### config.mk
export PLATFORM = sky130hd
export DESIGN_NAME = gst_timer
export DESIGN_NICKNAME = d
export VERILOG_FILES = /design/src/rtl/gst_pkg.sv /design/src/rtl/gst_sync.sv /design/src/rtl/gst_timer.sv
export SDC_FILE = /design/constraint.sdc
export NUM_CORES = 1
export LEC_CHECK = 0
export BUFFER_PORTS_ARGS = -buffer_cell sky130_fd_sc_hd__buf_4
export CAP_MARGIN = 20
export CORE_ASPECT_RATIO = 0.6
export CORE_MARGIN = 3
export CORE_UTILIZATION = 50
export DETAILED_ROUTE_END_ITERATION = 10
export PLACE_DENSITY = 0.7
export SYNTH_ARGS = -nofsm -noshare
export SYNTH_HDL_FRONTEND = slang
export SYNTH_SLANG_ARGS = --single-unit
### constraint.sdc
create_clock -name clk -period 3.35 [get_ports clk]
set_input_delay 0.1675 -clock clk [delete_from_list [all_inputs] [get_ports clk]]
set_output_delay 0.1675 -clock clk [all_outputs]
set_load 0.02 [all_outputs]
### src/rtl/gst_pkg.sv
`default_nettype none

package gst_pkg;

	// Register bus geometry.
	localparam int DATA_W = 8;
	localparam int ADDR_W = 3;
	localparam int COUNT_W = 16;
	localparam int PSC_W = 3;
	localparam int INT_W = 1;

	// Register offsets.
	localparam logic [ADDR_W-1:0] ADDR_COUNT_LOW = 3'h0;
	localparam logic [ADDR_W-1:0] ADDR_COUNT_HIGH = 3'h1;
	localparam logic [ADDR_W-1:0] ADDR_CONTROL = 3'h2;
	localparam logic [ADDR_W-1:0] ADDR_GATE = 3'h3;
	localparam logic [ADDR_W-1:0] ADDR_INT_STATUS = 3'h4;
	localparam logic [ADDR_W-1:0] ADDR_INT_MASK = 3'h5;

	// Clock source select codes.
	localparam logic [1:0] CLK_INSTR = 2'h0;
	localparam logic [1:0] CLK_SYSTEM = 2'h1;
	localparam logic [1:0] CLK_EXTERNAL = 2'h2;
	localparam logic [1:0] CLK_RESERVED = 2'h3;

	// Gate source select codes.
	localparam logic [1:0] GATE_SRC_PIN = 2'h0;
	localparam logic [1:0] GATE_SRC_TIMER8 = 2'h1;
	localparam logic [1:0] GATE_SRC_CMP1 = 2'h2;
	localparam logic [1:0] GATE_SRC_CMP2 = 2'h3;

	// The instruction clock is a quarter of the system clock.
	localparam int INSTR_DIV = 4;
	localparam int INSTR_DIV_W = 2;
	localparam logic [INSTR_DIV_W-1:0] INSTR_LAST = INSTR_DIV_W'(INSTR_DIV - 1);

	localparam logic [COUNT_W-1:0] COUNT_ALL_ONES = 16'hffff;
	localparam logic [COUNT_W-1:0] COUNT_ONE = 16'h0001;
	localparam logic [DATA_W-1:0] DATA_ZERO = 8'h00;
	localparam logic [PSC_W-1:0] PSC_ZERO = 3'h0;
	localparam int STAT_OVERFLOW = 0;

	typedef struct packed {
		logic [1:0] clock_source_select;
		logic [1:0] prescale_select;
		logic       dedicated_osc_enable;
		logic       async_mode;
		logic       spare;
		logic       counter_on;
	} gst_ctrl_t;

	typedef struct packed {
		logic       gate_enable_mode;
		logic       gate_polarity;
		logic [3:0] spare;
		logic [1:0] gate_source_select;
	} gst_gate_t;

	localparam gst_ctrl_t CTRL_RESET = 8'h00;
	localparam gst_gate_t GATE_RESET = 8'h00;

	// Asynchronous pins, in the order they enter the synchroniser.
	typedef struct packed {
		logic external_count_pin;
		logic dedicated_osc_in;
		logic gate_pin;
		logic cmp1_out;
		logic cmp2_out;
	} gst_pins_t;

endpackage

`default_nettype wire

### src/rtl/gst_sync.sv
`timescale 1ns/10ps
`default_nettype none

module gst_sync #(
	parameter int WIDTH = 5
) (
	// Clock and reset.
	input  wire logic             clk,
	input  wire logic             sys_rst,
	// Levels in and out.
	input  wire logic [WIDTH-1:0] async_in,
	output var  logic [WIDTH-1:0] sync_out
);

	logic [WIDTH-1:0] stage1;

	// Each bit gets its own pair of flops; stage1 feeds stage two only.
	for (genvar i = 0; i < WIDTH; i++) begin : g_bit
		always_ff @(posedge clk) begin
			if (sys_rst) begin
				stage1[i] <= 1'h0;
				sync_out[i] <= 1'h0;
			end else begin
				stage1[i] <= async_in[i];
				sync_out[i] <= stage1[i];
			end
		end
	end

endmodule
`default_nettype wire

### src/rtl/gst_timer.sv
// The plain strobed port and the register offsets were left to the implementer.
`timescale 1ns/10ps
`default_nettype none

// Contract
// - A 16-bit up-counter, software reads and writes it as high and low bytes.
// - Writing either count byte immediately replaces those bits of the running count.
// - Internal sources count once per instruction cycle (00) or once per system cycle (01), after prescaling.
// - External source counts on each selected rising edge of that source.
// - Off when on bit is 0; always counts without gating; else only when gated.
// - Overflow wakes the processor only with external clock in asynchronous operation.
// - Clock select: 00 instruction, 01 system, 10 oscillator or pin, 11 reserved.
// - Prescaler divides by 1, 2, 4, 8; hidden; cleared by count byte writes.
// - Gated, counts only while gate level equals polarity bit, else holds.
// - Gate source: 00 pin, 01 timer8 overflow, 10 comparator 1, 11 comparator 2.
module gst_timer
	import gst_pkg::*;
(
	// Clock and reset.
	input  wire logic              clk,
	input  wire logic              sys_rst,
	// Register port.
	input  wire logic [ADDR_W-1:0] reg_addr,
	input  wire logic [DATA_W-1:0] reg_wdata,
	input  wire logic              reg_wr,
	input  wire logic              reg_rd,
	output var  logic [DATA_W-1:0] reg_rdata,
	// Pins and on-chip sources.
	input  wire gst_pins_t         pins,
	input  wire logic              timer8_overflow,
	input  wire logic              sleep_active,
	// Events.
	output var  logic              irq,
	output var  logic              wake_req
);

	function automatic logic [PSC_W-1:0] psc_mask(input logic [1:0] sel);
		psc_mask = PSC_W'((4'h1 << sel) - 4'h1);
	endfunction

	gst_pins_t                pins_s;
	gst_ctrl_t                ctrl, next_ctrl;
	gst_gate_t                gate, next_gate;
	logic [COUNT_W-1:0]       count, next_count;
	logic [PSC_W-1:0]         psc, next_psc;
	logic [INSTR_DIV_W-1:0]   div, next_div;
	logic                     ext_prev, next_ext_prev;
	logic [INT_W-1:0]         status, next_status;
	logic [INT_W-1:0]         mask, next_mask;
	logic [DATA_W-1:0]        next_rdata;
	logic                     next_irq, next_wake;
	logic                     ext_src, ext_rise, raw_tick, gate_lvl, gate_ok;
	logic                     running, enable, inc, ovf_evt, wr_low, wr_high;

	gst_sync #(
		.WIDTH($bits(gst_pins_t))
	) u_sync (
		.clk(clk),
		.sys_rst(sys_rst),
		.async_in(pins),
		.sync_out(pins_s)
	);

	always_comb begin
		wr_low = reg_wr && (reg_addr == ADDR_COUNT_LOW);
		wr_high = reg_wr && (reg_addr == ADDR_COUNT_HIGH);
		// The oscillator takes the place of the count pin when enabled.
		ext_src = ctrl.dedicated_osc_enable ? pins_s.dedicated_osc_in
			: pins_s.external_count_pin;
		ext_rise = ext_src && !ext_prev;
		next_ext_prev = ext_src;
		next_div = (div == INSTR_LAST) ? '0 : INSTR_DIV_W'(div + 2'h1);
		case (ctrl.clock_source_select)
			CLK_INSTR: raw_tick = (div == INSTR_LAST);
			CLK_SYSTEM: raw_tick = 1'h1;
			CLK_EXTERNAL: raw_tick = ext_rise;
			default: raw_tick = 1'h0;
		endcase
		case (gate.gate_source_select)
			GATE_SRC_PIN: gate_lvl = pins_s.gate_pin;
			GATE_SRC_TIMER8: gate_lvl = timer8_overflow;
			GATE_SRC_CMP1: gate_lvl = pins_s.cmp1_out;
			GATE_SRC_CMP2: gate_lvl = pins_s.cmp2_out;
			default: gate_lvl = 1'h0;
		endcase
		gate_ok = !gate.gate_enable_mode || (gate_lvl == gate.gate_polarity);
		// In sleep only an asynchronous external count keeps running.
		running = !sleep_active
			|| (ctrl.async_mode && ctrl.clock_source_select == CLK_EXTERNAL);
		enable = ctrl.counter_on && gate_ok && running;
		// Only the selected low bits are compared, so a prescale change mid-count
		// stretches at most one period instead of waiting for the counter to wrap.
		inc = enable && raw_tick
			&& ((psc & psc_mask(ctrl.prescale_select)) == psc_mask(ctrl.prescale_select));
		next_psc = psc;
		if (wr_low || wr_high) begin
			next_psc = PSC_ZERO;
		end else if (enable && raw_tick) begin
			next_psc = inc ? PSC_ZERO : PSC_W'(psc + 3'h1);
		end
		next_count = count;
		ovf_evt = 1'h0;
		if (wr_low || wr_high) begin
			// A write beats a coincident increment.
			if (wr_low) begin
				next_count[DATA_W-1:0] = reg_wdata;
			end
			if (wr_high) begin
				next_count[COUNT_W-1:DATA_W] = reg_wdata;
			end
		end else if (inc) begin
			next_count = COUNT_W'(count + COUNT_ONE);
			ovf_evt = (count == COUNT_ALL_ONES);
		end
	end

	always_comb begin
		next_ctrl = ctrl;
		next_gate = gate;
		next_mask = mask;
		next_status = status;
		if (reg_wr) begin
			case (reg_addr)
				ADDR_CONTROL: next_ctrl = reg_wdata;
				ADDR_GATE: next_gate = reg_wdata;
				ADDR_INT_MASK: next_mask = reg_wdata[INT_W-1:0];
				ADDR_INT_STATUS: next_status = status & ~reg_wdata[INT_W-1:0];
				default: next_mask = mask;
			endcase
		end
		// Setting comes after clearing so a coincident overflow is kept.
		if (ovf_evt) begin
			next_status[STAT_OVERFLOW] = 1'h1;
		end
		next_irq = |(next_status & next_mask);
		next_wake = ovf_evt && sleep_active && ctrl.async_mode
			&& (ctrl.clock_source_select == CLK_EXTERNAL);
		next_rdata = DATA_ZERO;
		if (reg_rd) begin
			case (reg_addr)
				ADDR_COUNT_LOW: next_rdata = count[DATA_W-1:0];
				ADDR_COUNT_HIGH: next_rdata = count[COUNT_W-1:DATA_W];
				ADDR_CONTROL: next_rdata = ctrl;
				ADDR_GATE: next_rdata = gate;
				ADDR_INT_STATUS: next_rdata = DATA_W'(status);
				ADDR_INT_MASK: next_rdata = DATA_W'(mask);
				default: next_rdata = DATA_ZERO;
			endcase
		end
	end

	always_ff @(posedge clk) begin
		if (sys_rst) begin
			ctrl <= CTRL_RESET;
			gate <= GATE_RESET;
			count <= '0;
			psc <= PSC_ZERO;
			div <= '0;
			ext_prev <= 1'h0;
			status <= '0;
			mask <= '0;
			reg_rdata <= DATA_ZERO;
			irq <= 1'h0;
			wake_req <= 1'h0;
		end else begin
			ctrl <= next_ctrl;
			gate <= next_gate;
			count <= next_count;
			psc <= next_psc;
			div <= next_div;
			ext_prev <= next_ext_prev;
			status <= next_status;
			mask <= next_mask;
			reg_rdata <= next_rdata;
			irq <= next_irq;
			wake_req <= next_wake;
		end
	end
endmodule
`default_nettype wire

# After elaboration in Yosys (flattened, before gate mapping)
# Index checks and enable logic that the tools add are counted.
dict set report op_classes {
  n_eq_ne 16
  shifts 1
  n_addsub 4
  muxes 16
  bitwise_logic 5
  n_reduce_logical 28
}
# operator count
set ops {}
lappend ops {{one-hot mux 8 bit (6 select lines)} 1}
lappend ops {{two-way mux 16 bit} 2}
lappend ops {{adder 16 x 1 -> 16 bit, second input constant} 1}
lappend ops {{== test 16 bit, second input constant} 1}
lappend ops {{two-way mux 8 bit} 2}
lappend ops {{logical AND 1 bit} 11}
lappend ops {{== test 2 bit, second input constant} 4}
lappend ops {{two-way mux 1 bit} 8}
lappend ops {{AND reduction 2 bit} 4}
lappend ops {{== test 3 x 2 -> 1 bit, second input constant} 2}
lappend ops {{== test 3 bit, second input constant} 2}
lappend ops {{OR reduction 2 bit} 3}
lappend ops {{== test 2 x 1 -> 1 bit, second input constant} 2}
lappend ops {{logical NOT 2 bit} 2}
lappend ops {{!= test 2 bit, second input constant} 2}
lappend ops {{one-hot mux 1 bit (4 select lines)} 1}
lappend ops {{adder 3 x 1 -> 3 bit, second input constant} 1}
lappend ops {{AND 3 bit} 1}
lappend ops {{== test 3 x 1 -> 1 bit, second input constant} 1}
lappend ops {{== test 3 bit} 1}
lappend ops {{logical NOT 1 bit} 3}
lappend ops {{logical NOT 3 bit} 1}
lappend ops {{logical OR 1 bit} 3}
lappend ops {{two-way mux 3 bit} 1}
lappend ops {{8 further kinds} 10}
dict set report totals {
  out_inout_bits 10
  inputBits 22
  word_cells 100
  reg_bits 60
}

# Depth between registers and ports, before layout
dict set report logic_depth {
  word_depth 13
  ltp_mapped 8
  ltp_nobuf 7
}

# Cells and area by module
# From an unflattened synthesis, not the netlist that was laid out.
dict set report unflattened {
  hier_cells 327
  hier_area_um2 2856.5
}
# module seq_area_each_um2 cells_each instances area_per_inst_um2
set modules_own_cells {}
lappend modules_own_cells {gst_timer 1001.0 307 1 2593.7}
lappend modules_own_cells {gst_sync 200.2 20 1 262.8}

# Worst setup path after synthesis
# No wires, ideal clock.
dict set report synth_timing {
  kind {reg2reg}
  start {register ctrl[7] (netlist name)}
  end {register count[11]}
  stages_incl_launch_ff 7
  path_buffers 0
  required_ps 3233
  arrival_time_ps 1667
  slack_ps 1566
  setup_ps 117
  period_less_slack_ps 1784
  path_cell_list {dfxtp_1 -> or3b_1 -> o22ai_1 -> nand4b_1 -> nor2_2 -> nand4_1 -> a32o_1}
}
dict set report synth_via {
  elab_chain_len 8
  word_cells_on_any_way 11
  classes_between {eq/ne: 2; mux: 1; reduce/logical: 8}
}
# element line
set synth_lines {}
lappend synth_lines {{start, declared} gst_timer.sv:42} ;# gst_ctrl_t ctrl, next_ctrl;
lappend synth_lines {{start signal, assigned} gst_timer.sv:166} ;# ctrl <= next_ctrl;
lappend synth_lines {{== test 2 bit} {gst_timer.sv:73, gst_timer.sv:89}}
lappend synth_lines {{logical AND 1 bit} gst_timer.sv:89} ;# || (ctrl.async_mode && ctrl.clock_source_select == CLK_EXTERNAL);
lappend synth_lines {{logical OR 1 bit} gst_timer.sv:89}
lappend synth_lines {{logical AND 1 bit} gst_timer.sv:90} ;# enable = ctrl.counter_on && gate_ok && running;
lappend synth_lines {{logical AND 1 bit (*)} gst_timer.sv:93} ;# inc = enable && raw_tick
lappend synth_lines {{logical AND 1 bit (*)} gst_timer.sv:94} ;# && ((psc & psc_mask(ctrl.prescale_select)) == psc_mask(ctrl.prescale_select));
lappend synth_lines {{nonzero test 2 bit (no source line) (*)} --}
lappend synth_lines {{AND reduction 2 bit (no source line) (*)} --}
lappend synth_lines {{end signal, assigned} gst_timer.sv:168} ;# count <= next_count;
lappend synth_lines {{end, declared} gst_timer.sv:44} ;# logic [COUNT_W-1:0] count, next_count;
# Mark *: on every way between the ends. The rest lies on a longest branch, timed or not.
# A chain may end at the register's enable or synchronous reset.

# Worst setup path after layout
dict set report layout_timing {
  start {register ctrl[7] (netlist name)}
  end {register count[8]}
}
# The elaborated chain is that of the path after synthesis.

==> reports/metrics.cfg <==
[run_status]
outcome=completed

[critical_path]
crit_slowest_cell=o311ai_0
r2r-start=ctrl[7]
critPathCaptureType=flop
worstReg2RegEnd=count[8]
max_stage_delay_ps=480
rr_worst_depth=6
reg2reg_slack_ps=1110
setup.worst_path.class=reg2reg
critPathLaunchType=flop
crit_arrival_ps=2430
crit_end=count[8]
critPathMaxFanout=9
crit_required_ps=3550
startpoint=ctrl[7]
cp_cell_sequence=or3b_1 > o22ai_1 > and4b_1 > nand2_4 > o311ai_0 > o31ai_1

[drt]
drc=0
routed_wl_mm=7.778
viasPerCell=5.913
ant_nets=0
dr_total_vias=2649
drt_pass1_iterations=5
drt_iter0_markers=312
wl_per_cell_microns=17.36

[grt]
grt_pass1_vias=2257
use_met1_pct=34.96
grt_start_max_net_pins=51
overflow=0
grt_antenna_before_repair=0
busiest_layer=met1
grt.met2_usage_pct=29.29
met3_usage_pct=12.24
grt_util_all_layers_pct=23.62
grt_pass1_wl_mm=12.01

[sta]
period_minus_slack_ps=2235
setup_violations=0
worstMarginPinSlew_ps=552.8
worst_slew_margin_rel_pct=63.14
rsz0062_at_grt=no
min_period_over_period_pct=66.72
setup_tns_ps=0
worst_clock_skew_ps=9.385
report.final.slew_viol_count=0
fmax_mhz=447.4
final-hold-violation-count=0

[synth]
netlist_area_sq_um=2870
synth_cell_type_count=52
yosys_most_used_dff=dfxtp_1
synth_seq_cells=60
syn_inst=340
postSynthAreaPerCell_sq_um=8.442
yosysSeqAreaShare_pct=41.85
async_flop_share_pct=0
synth_nets=365
synth_edf_count=0
yosysWarnings=0

[pwr]
ir_drop_uv=247.3
power_density_nw_per_um2=451.9
p_leak_nw=1.185

[die]
start_util_pct=54.10
dieArea_sq_um=6716
rows=20
design.core.area_sq_um=5305
pin_count=32
die_w_microns=103.8
fp.dieH_microns=64.69

[clock_tree]
cts_tree=yes
cts_sinks=60
post_cts_resize_count=0
cts_hold_buf=0
post_cts_buffers=0
clk_pin_slew_ps=70
clockBufferDepth=2
cts_buffers=9
clk_latency_ps=340
clock-root-buffer=clkbuf_8
h-tree-depth=3

[worst_hold_path]
hp-class=in2reg

[place]
place_congestion=1.020
hpwl_mm=5.659
place_area_sq_um=3137
port_buffers=31

[finish]
syn_to_final_growth_pct=16.30
drive_gt1_share_pct=15.90
finalNetCount=391
n_fill_cell=488
insertedDiodeCount=0
fin_area_sq_um=3338
layout_common_cells=62 x nand2_1, 60 x dfxtp_1, 32 x buf_4
final_common_cell=nand2_1

[job]
maxCapViolCount=0

-- power breakdown --
part	switching [mW]	internal, mW
clock	0.296	0.362
combinational	0.0664	0.0454
sequential	0.0105	0.729
total	0.373	1.14
-- worst max-delay path: cells and delay by family (launching register included) --
kind / cells / cell delay (ps)
compound gates: 3 / 820
simple gates: 3 / 880
flops: 1 / 390
-- Yosys cell counts, types with 2 or more instances --
master / count / area [sq um]
nand3b_1: 6 / 45.04
nor3_1: 5 / 25.02
a32o_1: 7 / 70.07
a21boi_0: 2 / 15.01
nor2_1: 23 / 86.33
buf_1: 4 / 15.01
o31ai_1: 6 / 45.04
nor4_1: 3 / 18.77
o211ai_1: 3 / 22.52
a21oi_1: 29 / 145.1
nor4b_1: 2 / 17.52
nand3_1: 16 / 80.08
or2_2: 3 / 18.77
buf_2: 3 / 15.01
nor2b_1: 13 / 81.33
and2_1: 3 / 18.77
clkbuf_1: 9 / 33.78
o21ai_0: 6 / 30.03
ha_1: 3 / 37.54
a311oi_1: 2 / 17.52
nor3b_1: 4 / 30.03
dfxtp_1: 60 / 1201
o22a_1: 7 / 61.31
inv_1: 4 / 15.01
a211oi_1: 2 / 15.01
mux2i_1: 20 / 200.2
nand4_1: 5 / 31.28
nand2_1: 62 / 232.7
nand4b_1: 3 / 26.28
and3_1: 3 / 18.77
-- through the flow --
stage	instances	hold slack (ps)	worst slack [ps]	total power, mW	utilization, %
2_1_floorplan	340	295.7	1566	0.8185	-
3_3_place_gp	432	377.7	1224	0.8638	59.13
3_5_place_dp	432	384.8	1219	0.8648	59.13
4_1_cts	448	24.21	1199	1.517	62.92
5_1_grt	448	32.07	1056	1.570	62.92
6_report	448	37.22	1115	1.509	62.92
-- how the worst min path moves through the flow --
| stage | cells past startpoint | start | slack, ps | end |
|---|---|---|---|---|
| floorplan | 1 | pins[0] | 300 | u_sync.stage1[0] |
| global placement | 2 | pins[4] | 380 | u_sync.stage1[4] |
| detailed placement | 2 | pins[2] | 380 | u_sync.stage1[2] |
| CTS | 2 | pins[2] | 20 | u_sync.stage1[2] |
| global route | 2 | pins[1] | 30 | u_sync.stage1[1] |
| finish | 2 | pins[2] | 40 | u_sync.stage1[2] |
-- final cells by class --
cell class | count | area, sq um | share of cell area, %
flip-flops and latches | 60 | 1201 | 35.98
multi-input cells | 259 | 1584 | 47.45
clock inverters | 6 | 63.81 | 1.912
clock buffers | 10 | 137.6 | 4.123
inverters | 4 | 15.01 | 0.4498
well taps | 77 | 96.34 | 2.886
repair buffers | 32 | 240.2 | 7.196
-- kinds of logic after synthesis --
group	share of synthesized area, %
simple gates	28.34
compound gates	16.91
flops	41.85
mux	8.152
buf+inv	3.138
fa+ha+maj	1.308
xor+xnor	0.3052
-- registers in the layout, indices dropped and copies added (netlist names) --
| signal | flops |
|---|---|
| count | 16 |
| ctrl | 8 |
| div | 2 |
| ext_prev | 1 |
| gate | 8 |
| irq | 1 |
| mask | 1 |
| psc | 3 |
| reg_rdata | 8 |
| status | 1 |
| u_sync.stage1 | 5 |
| u_sync.sync_out | 5 |
| wake_req | 1 |
-- routing by layer --
layer  routed length (microns)  vias to the layer above  part of all wire [%]
met1                      3894                     1205                    50
met4                        54                        0                  0.69
met3                       981                        7                    13
li1                          -                     1279                     -
met5                         0                        -                     0
met2                      2847                      158                    37
Note: power is estimated with default switching activity, not from simulation.
